$ cat config.mk
export PLATFORM = sky130hd
export DESIGN_NAME = tot_turn_on_timing
export DESIGN_NICKNAME = d
export VERILOG_FILES = /design/src/tot_pkg.sv /design/src/tot_slin_dec.sv /design/src/tot_qms_timer.sv /design/src/tot_turn_on_timing.sv
export SDC_FILE = /design/constraint.sdc
export NUM_CORES = 2
export LEC_CHECK = 0
export CORE_ASPECT_RATIO = 1.1
export CORE_UTILIZATION = 45
export CTS_CLUSTER_DIAMETER = 80
export DETAILED_ROUTE_END_ITERATION = 7
export DONT_BUFFER_PORTS = 1
export SLEW_MARGIN = 0
export SYNTH_ARGS = -nofsm -noshare
export SYNTH_HDL_FRONTEND = slang
export SYNTH_SLANG_ARGS = --single-unit
$ cat constraint.sdc
create_clock -name clock -period 7.65 [get_ports clock]
set_input_delay 0 -clock clock [delete_from_list [all_inputs] [get_ports clock]]
set_output_delay 0 -clock clock [all_outputs]
set_load 0.02 [all_outputs]
$ cat src/tot_pkg.sv
// turn-on timing package: command codes, word layout, ranges and timing counts
// assumes a 50 MHz clock and a bus protocol engine that delivers whole words
// Behaviour
// RULE1: wait programmed delay after start condition
// RULE2: word is signed exponent 15:11, mantissa
// RULE3: always wait about 100 us initialization
// RULE4: delay accepted 0 to 127.5 ms, 0.5 ms
// RULE5: out-of-range delay or rise write is flagged
// RULE6: reload delay rounded to nearest supported value
// RULE7: ramp reference reaches target exactly at rise end
// RULE8: coarse slope quantization is allowed
// RULE9: rise 0 to 31.75 ms; below 0.5 -> 0.5
// RULE10: rise default from memory or pin strap
// RULE11: bound turn-on time, else timeout fault
// RULE12: timeout runs from delay end to 85 percent
// RULE13: arm undervoltage detection at rise end
// RULE14: timeout limit writes flagged as invalid command
// RULE15: timeout limit 0 to 127 ms, 0.5 ms (code clamps the restored limit but keeps it in 0.25 ms steps)
// RULE16: zero timeout limit disables timeout detection
// RULE17: timeout fault sets sticky flag, reports response
// RULE18: decode mantissa times two to exponent
// RULE19: host uses word reads and writes per code
package tot_pkg;
  localparam int         WORD_W          = 16;
  localparam int         Q_W             = 12;
  localparam int         FRAC_W          = 11;
  localparam int         ACC_W           = 24;
  localparam int         CNT_W           = 24;
  localparam logic [7:0] CMD_DELAY       = 8'h60;
  localparam logic [7:0] CMD_RISE        = 8'h61;
  localparam logic [7:0] CMD_TIMEOUT     = 8'h62;
  localparam int         EXP_MSB         = 15;
  localparam int         EXP_LSB         = 11;
  localparam int         MAN_MSB         = 10;
  localparam logic [4:0] DELAY_EXP_RST   = 5'h1f;
  localparam logic [4:0] RISE_EXP_RST    = 5'h1e;
  localparam logic [4:0] TIMEOUT_EXP_RST = 5'h1f;
  // all limits are in quarter milliseconds
  localparam logic [Q_W-1:0] DELAY_MAX_Q = 12'h1fe;
  localparam logic [Q_W-1:0] RISE_MAX_Q  = 12'h07f;
  localparam logic [Q_W-1:0] RISE_MIN_Q  = 12'h002;
  localparam logic [Q_W-1:0] TMO_MAX_Q   = 12'h1fc;
  localparam logic [FRAC_W-1:0] FRAC_FULL = 11'h400;
  localparam int         CLK_NS          = 20;
  localparam int         QTR_MS_NS       = 250000;
  localparam int         INIT_NS         = 100000;
  localparam int         QTR_MS_CYC      = QTR_MS_NS / CLK_NS;
  localparam int         INIT_CYC        = (INIT_NS + CLK_NS - 1) / CLK_NS;
  typedef enum logic [2:0] {ST_IDLE, ST_INIT, ST_DELAY, ST_RISE, ST_ON} tot_state_e;
endpackage : tot_pkg

$ cat src/tot_slin_dec.sv
// linear-format word decoder to quarter milliseconds
// assumes a caller that range-checks the result
`timescale 1ns/10ps
module tot_slin_dec (
  // word in
  input  wire logic [tot_pkg::WORD_W-1:0] word,
  // value in quarter milliseconds
  output logic      [tot_pkg::Q_W-1:0]    q,
  output logic      [tot_pkg::Q_W-1:0]    q_near,
  output logic                            exact,
  output logic                            bad
);
  import tot_pkg::*;
  logic signed [31:0] man_w;
  logic signed [31:0] val_w;
  logic signed [31:0] near_w;
  logic signed [6:0]  sh;

  // quarter units: mantissa times two to the exponent plus two [RULE18] [RULE2]
  assign man_w = {{21{word[MAN_MSB]}}, word[MAN_MSB:0]};
  assign sh    = {{2{word[EXP_MSB]}}, word[EXP_MSB:EXP_LSB]} + 7'sd2;

  always_comb begin
    if (!sh[6]) begin
      val_w  = man_w <<< sh;
      near_w = val_w;
      exact  = 1'b1;
    end else begin
      val_w  = man_w >>> (-sh);
      near_w = (man_w + (32'sd1 <<< (-sh - 7'sd1))) >>> (-sh);
      exact  = (val_w <<< (-sh)) == man_w;
    end
    bad    = (man_w < 0) || (val_w > 32'sd4095);
    q      = val_w[Q_W-1:0];
    q_near = (near_w > 32'sd4095) ? 12'hfff : near_w[Q_W-1:0];
  end
endmodule : tot_slin_dec

$ cat src/tot_qms_timer.sv
// quarter-millisecond down timer with restartable prescaler
// done is combinational and marks the last cycle of the interval
`timescale 1ns/10ps
module tot_qms_timer #(
  parameter int QTR_CYCLES = tot_pkg::QTR_MS_CYC
) (
  // clock and reset
  input  wire logic                    clock,
  input  wire logic                    rst_n,
  // control
  input  wire logic                    start,
  input  wire logic                    abort,
  input  wire logic [tot_pkg::Q_W-1:0] load_q,
  // status
  output logic                         busy,
  output logic                         done
);
  import tot_pkg::*;
  logic             busy_r;
  logic [CNT_W-1:0] cyc_r;
  logic [Q_W-1:0]   qn_r;
  logic             wrap;

  assign wrap = busy_r && (cyc_r == CNT_W'(QTR_CYCLES - 1));
  assign busy = busy_r;
  assign done = !abort && ((start && load_q == '0) || (!start && wrap && qn_r == 12'h001));

  always_ff @(posedge clock) begin
    if (!rst_n) begin
      busy_r <= 1'b0;
      cyc_r  <= '0;
      qn_r   <= '0;
    end else if (abort) begin
      busy_r <= 1'b0;
    end else if (start) begin
      busy_r <= load_q != '0;
      cyc_r  <= '0;
      qn_r   <= load_q;
    end else if (wrap) begin
      cyc_r <= '0;
      qn_r  <= qn_r - 12'h001;
      if (qn_r == 12'h001) begin
        busy_r <= 1'b0;
      end
    end else if (busy_r) begin
      cyc_r <= cyc_r + CNT_W'(1);
    end
  end
endmodule : tot_qms_timer

$ cat src/tot_turn_on_timing.sv
// turn-on timing settings, start-up sequencer, rise ramp and timeout watch
// assumes a protocol engine giving word commands and same-clock status inputs
`timescale 1ns/10ps
module tot_turn_on_timing #(
  parameter int QTR_CYCLES  = tot_pkg::QTR_MS_CYC,
  parameter int INIT_CYCLES = tot_pkg::INIT_CYC
) (
  // clock and reset
  input  wire logic                       clock,
  input  wire logic                       rst_n,
  // word command port
  input  wire logic                       cmd_wr,
  input  wire logic                       cmd_rd,
  input  wire logic [7:0]                 cmd_code,
  input  wire logic [tot_pkg::WORD_W-1:0] cmd_wdata,
  output logic      [tot_pkg::WORD_W-1:0] rd_data,
  output logic                            rd_valid,
  // nonvolatile restore and strap
  input  wire logic                       nvm_load,
  input  wire logic [tot_pkg::WORD_W-1:0] nvm_delay,
  input  wire logic [tot_pkg::WORD_W-1:0] nvm_rise,
  input  wire logic [tot_pkg::WORD_W-1:0] nvm_timeout,
  input  wire logic                       strap_rise_valid,
  input  wire logic [tot_pkg::WORD_W-1:0] strap_rise,
  // sequencing
  input  wire logic                       start_cond,
  input  wire logic                       vout_at_85,
  input  wire logic                       clear_faults,
  output logic                            ramp_active,
  output logic      [tot_pkg::FRAC_W-1:0] ramp_frac,
  output logic                            uv_arm,
  // status
  output logic                            ton_max_fault,
  output logic                            ton_max_flag,
  output logic                            data_err_flag,
  output logic                            cmd_err_flag,
  output logic                            alert_n
);
  import tot_pkg::*;

  logic [WORD_W-1:0] dec_in    [4];
  logic [Q_W-1:0]    dec_q     [4];
  logic [Q_W-1:0]    dec_near  [4];
  logic              dec_exact [4];
  logic              dec_bad   [4];

  logic [WORD_W-1:0] delay_r;
  logic [WORD_W-1:0] rise_r;
  logic [WORD_W-1:0] tmo_r;
  logic [Q_W-1:0]    delay_q_r;
  logic [Q_W-1:0]    rise_q_r;
  logic [Q_W-1:0]    tmo_q_r;
  logic [WORD_W-1:0] rd_data_r;
  logic              rd_valid_r;

  logic              wr_delay;
  logic              wr_rise;
  logic              wr_tmo;
  logic              delay_ok;
  logic              rise_ok;
  logic              data_err;
  logic [Q_W-1:0]    nvm_dly_c;
  logic [Q_W-1:0]    nvm_dly_h;

  tot_state_e        st_r;
  logic [CNT_W-1:0]  init_cnt_r;
  logic              init_end;
  logic              abort;
  logic              dly_start;
  logic              dly_done;
  logic              rise_done;
  logic              tmo_start;
  logic              tmo_done;
  logic [ACC_W-1:0]  rise_total_r;
  logic [ACC_W-1:0]  acc_r;
  logic [ACC_W-1:0]  acc_sum;
  logic [FRAC_W-1:0] ramp_frac_r;
  logic              uv_arm_r;
  logic              ton_fault_r;
  logic              ton_max_r;
  logic              data_err_r;
  logic              cmd_err_r;
  logic              ton_max_nxt;
  logic              data_err_nxt;
  logic              cmd_err_nxt;
  logic              alert_n_r;

  function automatic logic fits(input logic [Q_W-1:0] q, input logic exact,
                                input logic bad, input logic [Q_W-1:0] max_q,
                                input logic half_only);
    return !bad && exact && (q <= max_q) && !(half_only && q[0]);
  endfunction : fits

  function automatic logic [Q_W-1:0] clamp_q(input logic [Q_W-1:0] q,
                                             input logic [Q_W-1:0] lo,
                                             input logic [Q_W-1:0] hi);
    return (q < lo) ? lo : ((q > hi) ? hi : q);
  endfunction : clamp_q

  // decoders: write data, restored delay, restored rise, restored limit
  assign dec_in[0] = cmd_wdata;
  // restored delay decoded one exponent lower, giving half milliseconds directly
  assign dec_in[1] = {nvm_delay[EXP_MSB:EXP_LSB] - 5'h01, nvm_delay[MAN_MSB:0]};
  assign dec_in[2] = strap_rise_valid ? strap_rise : nvm_rise;  // [RULE10]
  assign dec_in[3] = nvm_timeout;

  generate
    for (genvar i = 0; i < 4; i++) begin : g_dec
      tot_slin_dec u_dec (
        .word   (dec_in[i]),
        .q      (dec_q[i]),
        .q_near (dec_near[i]),
        .exact  (dec_exact[i]),
        .bad    (dec_bad[i])
      );
    end
  endgenerate

  // write checks
  assign wr_delay = cmd_wr && (cmd_code == CMD_DELAY);
  assign wr_rise  = cmd_wr && (cmd_code == CMD_RISE);
  assign wr_tmo   = cmd_wr && (cmd_code == CMD_TIMEOUT);
  assign delay_ok = fits(dec_q[0], dec_exact[0], dec_bad[0], DELAY_MAX_Q, 1'b1);  // [RULE4]
  assign rise_ok  = fits(dec_q[0], dec_exact[0], dec_bad[0], RISE_MAX_Q, 1'b0);   // [RULE9]
  assign data_err = (wr_delay && !delay_ok) || (wr_rise && !rise_ok);            // [RULE5]

  // restored delay rounded once to the nearest half millisecond, then back to quarters;
  // rounding to quarters first and then to halves could land one step off
  assign nvm_dly_c = dec_bad[1] ? '0 : clamp_q(dec_near[1], '0, {1'b0, DELAY_MAX_Q[Q_W-1:1]});  // [RULE6]
  assign nvm_dly_h = {nvm_dly_c[Q_W-2:0], 1'b0};

  always_ff @(posedge clock) begin
    if (!rst_n) begin
      delay_r   <= {DELAY_EXP_RST, 11'h000};  // [RULE2]
      rise_r    <= {RISE_EXP_RST, 11'h000};
      tmo_r     <= {TIMEOUT_EXP_RST, 11'h000};
      delay_q_r <= '0;
      rise_q_r  <= RISE_MIN_Q;
      tmo_q_r   <= '0;
    end else if (nvm_load) begin
      delay_r   <= {DELAY_EXP_RST, nvm_dly_h[Q_W-1:1]};  // [RULE6]
      delay_q_r <= nvm_dly_h;
      rise_r    <= dec_in[2];
      rise_q_r  <= clamp_q(dec_bad[2] ? '0 : dec_near[2], RISE_MIN_Q, RISE_MAX_Q);
      tmo_r     <= nvm_timeout;
      tmo_q_r   <= clamp_q(dec_bad[3] ? '0 : dec_near[3], '0, TMO_MAX_Q);  // [RULE15]
    end else if (wr_delay && delay_ok) begin
      delay_r   <= cmd_wdata;
      delay_q_r <= dec_q[0];
    end else if (wr_rise && rise_ok) begin
      rise_r    <= cmd_wdata;
      rise_q_r  <= clamp_q(dec_q[0], RISE_MIN_Q, RISE_MAX_Q);  // [RULE9]
    end
  end

  // word reads [RULE19]
  always_ff @(posedge clock) begin
    if (!rst_n) begin
      rd_data_r  <= '0;
      rd_valid_r <= 1'b0;
    end else begin
      rd_valid_r <= cmd_rd;
      if (cmd_rd) begin
        unique case (cmd_code)
          CMD_DELAY:   rd_data_r <= delay_r;
          CMD_RISE:    rd_data_r <= rise_r;
          CMD_TIMEOUT: rd_data_r <= tmo_r;
          default:     rd_data_r <= '0;
        endcase
      end
    end
  end

  // start-up sequencer
  assign abort     = !start_cond;
  assign init_end  = (st_r == ST_INIT) && (init_cnt_r == CNT_W'(INIT_CYCLES - 1));
  assign dly_start = init_end && !abort;
  assign tmo_start = dly_done && (tmo_q_r != '0);  // [RULE16]

  always_ff @(posedge clock) begin
    if (!rst_n) begin
      st_r       <= ST_IDLE;
      init_cnt_r <= '0;
    end else if (abort) begin
      st_r <= ST_IDLE;
    end else begin
      unique case (st_r)
        ST_IDLE: begin
          st_r       <= ST_INIT;
          init_cnt_r <= '0;
        end
        ST_INIT: begin
          init_cnt_r <= init_cnt_r + CNT_W'(1);  // [RULE3]
          if (dly_done) begin
            st_r <= ST_RISE;
          end else if (init_end) begin
            st_r <= ST_DELAY;
          end
        end
        ST_DELAY: begin
          if (dly_done) begin
            st_r <= ST_RISE;  // [RULE1]
          end
        end
        ST_RISE: begin
          if (rise_done) begin
            st_r <= ST_ON;
          end
        end
        ST_ON: st_r <= ST_ON;
      endcase
    end
  end

  tot_qms_timer #(.QTR_CYCLES(QTR_CYCLES)) u_dly (
    .clock  (clock),
    .rst_n  (rst_n),
    .start  (dly_start),
    .abort  (abort),
    .load_q (delay_q_r),
    .busy   (),
    .done   (dly_done)
  );

  tot_qms_timer #(.QTR_CYCLES(QTR_CYCLES)) u_rise (
    .clock  (clock),
    .rst_n  (rst_n),
    .start  (dly_done),
    .abort  (abort),
    .load_q (rise_q_r),
    .busy   (),
    .done   (rise_done)
  );

  // timeout window closes when the output reaches 85 percent [RULE12]
  tot_qms_timer #(.QTR_CYCLES(QTR_CYCLES)) u_tmo (
    .clock  (clock),
    .rst_n  (rst_n),
    .start  (tmo_start),
    .abort  (abort || vout_at_85),
    .load_q (tmo_q_r),
    .busy   (),
    .done   (tmo_done)
  );

  // reference ramp as a fraction of target, full scale at rise end [RULE7]
  // one step per cycle at most; slope quantization is accepted [RULE8]
  assign acc_sum = acc_r + ACC_W'(FRAC_FULL);

  always_ff @(posedge clock) begin
    if (!rst_n) begin
      rise_total_r <= '0;
      acc_r        <= '0;
      ramp_frac_r  <= '0;
    end else if (abort) begin
      acc_r       <= '0;
      ramp_frac_r <= '0;
    end else if (dly_done) begin
      rise_total_r <= ACC_W'(32'(rise_q_r) * 32'(QTR_CYCLES));
      acc_r        <= '0;
      ramp_frac_r  <= '0;
    end else if (st_r == ST_RISE) begin
      if (acc_sum >= rise_total_r) begin
        acc_r       <= acc_sum - rise_total_r;
        ramp_frac_r <= ramp_frac_r + FRAC_W'(1);
      end else begin
        acc_r <= acc_sum;
      end
    end
  end

  // undervoltage detection armed once the rise is over [RULE13]
  always_ff @(posedge clock) begin
    if (!rst_n) begin
      uv_arm_r <= 1'b0;
    end else if (abort) begin
      uv_arm_r <= 1'b0;
    end else if (rise_done) begin
      uv_arm_r <= 1'b1;
    end
  end

  // sticky status, a new event wins over a clear in the same cycle
  assign ton_max_nxt  = (tmo_done && !vout_at_85) || (ton_max_r && !clear_faults);  // [RULE17]
  assign data_err_nxt = data_err || (data_err_r && !clear_faults);                  // [RULE5]
  assign cmd_err_nxt  = wr_tmo || (cmd_err_r && !clear_faults);                     // [RULE14]

  always_ff @(posedge clock) begin
    if (!rst_n) begin
      ton_fault_r <= 1'b0;
      ton_max_r   <= 1'b0;
      data_err_r  <= 1'b0;
      cmd_err_r   <= 1'b0;
      alert_n_r   <= 1'b1;
    end else begin
      ton_fault_r <= tmo_done && !vout_at_85;  // [RULE11]
      ton_max_r   <= ton_max_nxt;
      data_err_r  <= data_err_nxt;
      cmd_err_r   <= cmd_err_nxt;
      alert_n_r   <= !(ton_max_nxt || data_err_nxt || cmd_err_nxt);
    end
  end

  assign rd_data       = rd_data_r;
  assign rd_valid      = rd_valid_r;
  assign ramp_active   = st_r == ST_RISE;
  assign ramp_frac     = ramp_frac_r;
  assign uv_arm        = uv_arm_r;
  assign ton_max_fault = ton_fault_r;
  assign ton_max_flag  = ton_max_r;
  assign data_err_flag = data_err_r;
  assign cmd_err_flag  = cmd_err_r;
  assign alert_n       = alert_n_r;

  property p_init_len;
    @(posedge clock) disable iff (!rst_n)
      (st_r == ST_INIT) && !abort && ($past(st_r) == ST_IDLE) |-> !ramp_active [*8];
  endproperty
  a_init_len: assert property (p_init_len) else $error("ramp began during init");  // [RULE3]

  property p_delay_range;
    @(posedge clock) disable iff (!rst_n)
      wr_delay && !nvm_load && (dec_q[0] > DELAY_MAX_Q) |=> data_err_r && $stable(delay_r);
  endproperty
  a_delay_range: assert property (p_delay_range) else $error("bad delay kept");  // [RULE4]

  property p_rise_min;
    @(posedge clock) disable iff (!rst_n)
      $rose(ramp_active) |-> (rise_total_r >= ACC_W'(2 * QTR_CYCLES));
  endproperty
  a_rise_min: assert property (p_rise_min) else $error("rise shorter than min");  // [RULE9]

  property p_tmo_write;
    @(posedge clock) disable iff (!rst_n)
      wr_tmo && !nvm_load |=> cmd_err_r && !alert_n && $stable(tmo_r);
  endproperty
  a_tmo_write: assert property (p_tmo_write) else $error("limit write accepted");  // [RULE14]

  property p_tmo_off;
    @(posedge clock) disable iff (!rst_n)
      (tmo_q_r == '0) && $stable(tmo_q_r) |=> !ton_max_fault;
  endproperty
  a_tmo_off: assert property (p_tmo_off) else $error("fault with zero limit");  // [RULE16]

  property p_uv_arm;
    @(posedge clock) disable iff (!rst_n)
      (st_r == ST_RISE) && !abort ##1 !uv_arm |-> !$past(rise_done);
  endproperty
  a_uv_arm: assert property (p_uv_arm) else $error("uv arm late");  // [RULE13]

  property p_ramp_full;
    @(posedge clock) disable iff (!rst_n)
      rise_done && !abort |=> (ramp_frac == FRAC_FULL) && uv_arm && !ramp_active;
  endproperty
  a_ramp_full: assert property (p_ramp_full) else $error("ramp not full at end");  // [RULE7]

  property p_fault_flag;
    @(posedge clock) disable iff (!rst_n)
      ton_max_fault |-> ton_max_flag ##1 (ton_max_flag || $past(clear_faults));
  endproperty
  a_fault_flag: assert property (p_fault_flag) else $error("timeout flag missing");  // [RULE17]

  property p_nvm_near;
    @(posedge clock) disable iff (!rst_n)
      nvm_load |=> !delay_q_r[0] && (delay_q_r <= DELAY_MAX_Q) && (delay_r[4:0] == delay_q_r[5:1]);
  endproperty
  a_nvm_near: assert property (p_nvm_near) else $error("restored delay unsupported");  // [RULE6]
endmodule : tot_turn_on_timing

==> impl_metrics.toml <==
[status]
status = "finished clean"

[place]
io_buffers = 0
hpwl_mm = 103.6
gp_congestion = 1.007

[sta]
hold_viol = 0
skew_ps = 34.15
hold_ws_ps = 51.28
setup_violations = 0
slew_headroom = 0.2163
slew_violations = 0
setup-tns-final_ps = 0
period_share = 0.9393
period_minus_slack_ps = 7185
rsz0062_at_grt = "false"
clock.fmax_mhz = 139.2
worst_pin_slew_ps = 1173

[critical_path]
crit_path_end_kind = "flop"
crit_required_ps = 8120
slowest_stage = "o211ai_1"
reg2reg_depth = 25
critPathMaxFanout = 31
rrSetupSlack_ps = 2030
cp-start-kind = "input pin"
path_delay_family = "simple AND/OR/NAND/NOR gates"
worstReg2RegEnd = "rise_total_r[23]"
arrival_ps = 7660
startpoint = "nvm_timeout[12]"
crit_top_cell = "nand2_1"
critPathMaxStageDelay_ps = 540
rr_startpoint = "rise_q_r[0]"
crit_buf_inv = 1
crit_type = "input pin to flop"

[route]
vias_per_cell = 6.507
routedWlPerCell_microns = 21.59
drc_errors = 0
first_iter_violations = 4548
first_pass_iters = 6
num_vias = 42082
drt_wl_total_mm = 139.6
ant_nets = 0

[synth]
synthTopCellsByCount = "667 x nor2_1, 554 x nand2_1, 460 x a21oi_1"
synth_area_sq_um = 37680
avgSynthCellArea_sq_um = 6.936
synth_area_leaders = "dfxtp_1 16%, ha_1 7.4%, nor2_1 6.6%, a21oi_1 6.1%, nand2_1 5.5%"
synthDistinctLibCells = 113
synth_edf_count = 0
synth_largest_area_cell = "dfxtp_1"
synthArstFlopShare = 0
ys_warn_count = 0
synth_top_area_share = 0.1594
yosysSeqAreaShare = 0.1594
synth_cells = 5433
ys_ff_latch = 300
ys.flop_type = "dfxtp_1"
yosysMostFrequentCell = "nor2_1"

[power_and_ir_drop]
p_sw_w = 0.002550
power.leakage_nw = 16.00
peakVddDrop_uv = 159.3
clockPowerShare = 0.297
comb_power_share = 0.442
switching_share = 0.4116
p_int_w = 0.003645
powerDensity_nw_per_um2 = 150.6
seqPwrFrac = 0.262

[finish]
antenna_cells = 0
layout-drive-gt1-share = 0.07311
fin_nets = 5729
area_growth_pct = 9.197

[clock_network]
cts_made_buffers = 38
clk_pin_slew_worst_paths_ps = 60
cts_tree = "built"
cts_root_buf = "clkbuf_16"
max-clock-path-buffers = 3
clk_latency_ps = 570
cts_sinks = 300
htreeDepth = 2

[global_route]
grt_pass1_vias = 38362
grt_start_max_net_pins = 72
grt.total_usage = 0.3149
grt_pass1_wl_mm = 218.6
antenna_found_initial = 2
grt_overflow = 0

[job]
max-cap-violations = 0

[hold_path]
hold_path.startpoint = "start_cond"
hp-class = "input pin to flop"
hold_path_depth = 4
min_to = "u_dly.qn_r[0]"

[floorplan]
dieWidth_microns = 277.9
start_util = 0.4579
coreArea_sq_um = 82300
ios = 132
die_area_sq_um = 84900
fp.dieH_microns = 305.5
row_count = 110
placed cells by master, fill, tap and decap left out, types with 32 or more instances in the layout:
master | Yosys | final
a211o_1 | 33 | 33
a211oi_1 | 114 | 114
a21o_1 | 75 | 75
a21oi_1 | 460 | 460
a22oi_1 | 35 | 35
a31oi_1 | 76 | 75
and2_1 | 69 | 68
and3_1 | 66 | 66
buf_4 | 5 | 149
clkbuf_16 | 0 | 38
dfxtp_1 | 300 | 300
dlygate4sd3_1 | 0 | 81
fa_1 | 32 | 32
ha_1 | 223 | 221
inv_1 | 213 | 212
mux2_2 | 48 | 48
mux2i_1 | 159 | 157
nand2_1 | 554 | 553
nand2b_1 | 50 | 50
nand3_1 | 168 | 168
nand4_1 | 93 | 93
nor2_1 | 667 | 665
nor2b_1 | 45 | 45
nor3_1 | 178 | 177
nor4_1 | 51 | 50
o211ai_1 | 99 | 99
o21a_1 | 36 | 36
o21ai_0 | 337 | 334
o22ai_1 | 47 | 47
o31ai_1 | 45 | 44
or2_2 | 36 | 36
or3_1 | 61 | 61
xnor2_1 | 112 | 105
xor2_1 | 97 | 93
worst max-delay path by stage:
stage / to / slack (ps) / depth (start not counted)
global placement: delay_r[4] / 110 / 30
detailed placement: delay_r[0] / 50 / 30
finish: tmo_q_r[8] / 460 / 26
floorplan: rise_q_r[2] / 20 / 36
CTS: delay_q_r[3] / 170 / 30
global route: delay_r[6] / 9 / 31
routing by layer:
metal  global-route usage  up-vias  part of all wire
met3              0.04998      359             0.088
met1               0.4402    19718              0.44
met2               0.4798     2022              0.43
met5                    0        -          0.000093
met4               0.1259        2             0.043
li1                     -    19981                 -
area by class of cell:
type	instances	area (sq um)
inverter	222	837.1
sequential	300	6006
clock inverter	16	240.2
multi-input combinational	4582	29680
fill	8398	41150
clock buffer	50	1046
tap	1064	1331
timing repair buffer	233	2004
state kept, by name, indices dropped and copies added, names as in the netlist, 16 cells and up:
register,flops
u_rise.cyc_r,24
rise_total_r,22
rd_data,16
rise_r,16
tmo_r,16
init_cnt_r,24
u_dly.cyc_r,24
u_tmo.cyc_r,24
acc_r,22
delay_r,16
through the flow:
step / power, W / cell area, sq um / utilization / worst slack [ps] / cells
3_5_place_dp: 0.004210 / 38910 / 0.4728 / 47.58 / 6314
6_report: 0.006195 / 41150 / 0.5000 / 464.7 / 6467
2_1_floorplan: 0.003512 / 37820 / - / 15.77 / 5447
5_1_grt: 0.006517 / 41150 / 0.5000 / 9.470 / 6467
3_3_place_gp: 0.004231 / 38910 / 0.4728 / 105.9 / 6314
4_1_cts: 0.006138 / 41090 / 0.4992 / 168.6 / 6464
logic make-up after synthesis:
| family | count (synthesis) | share of synthesized area |
|---|---|---|
| and+or+nand+nor | 2147 | 0.2696 |
| AOI/OAI and AO/OA | 1722 | 0.3001 |
| buffers and inverters | 565 | 0.05887 |
| DFF | 300 | 0.1594 |
| adders and majority gates | 255 | 0.09104 |
| muxes | 230 | 0.07009 |
| xor gates and xnor gates | 213 | 0.05077 |
| other | 1 | 0.00009951 |
power groups by stage:
stage / logic (W) / clock network (W) / registers (W)
5_1_grt: 0.00294 / 0.00195 / 0.00162
6_report: 0.00274 / 0.00184 / 0.00162
3_5_place_dp: 0.00256 / 0 / 0.00165
2_1_floorplan: 0.00188 / 0 / 0.00163
3_3_place_gp: 0.00258 / 0 / 0.00165
4_1_cts: 0.00264 / 0.00188 / 0.00162
worst reg2reg max path, stage by stage (launching register included):
cell and delay [ps]:
dfxtp_1 660, ha_1 250, ha_1 140, inv_1 80, fa_1 530, inv_1 40
ha_1 270, inv_1 50, fa_1 520, inv_1 40, ha_1 320, nor2b_1 140
o21ai_0 200, a21oi_1 110, o21ai_0 200, a21boi_0 150, o21ai_0 210, a21boi_0 140
o21ai_0 230, a21boi_0 150, o21ai_0 170, nand2_1 120, a221oi_1 380, o21ai_0 190
nand4_1 120, o211ai_1 90
repair_timing:
item                                    4_1_cts  5_1_grt
buffers inserted                              0        3
hold buffers                                 84        0
hold endpoints to repair                    196        0
endpoints found under the setup margin        0       16
gates resized for setup                       0       11
No activity file was read; power rests on OpenSTA's default activity.
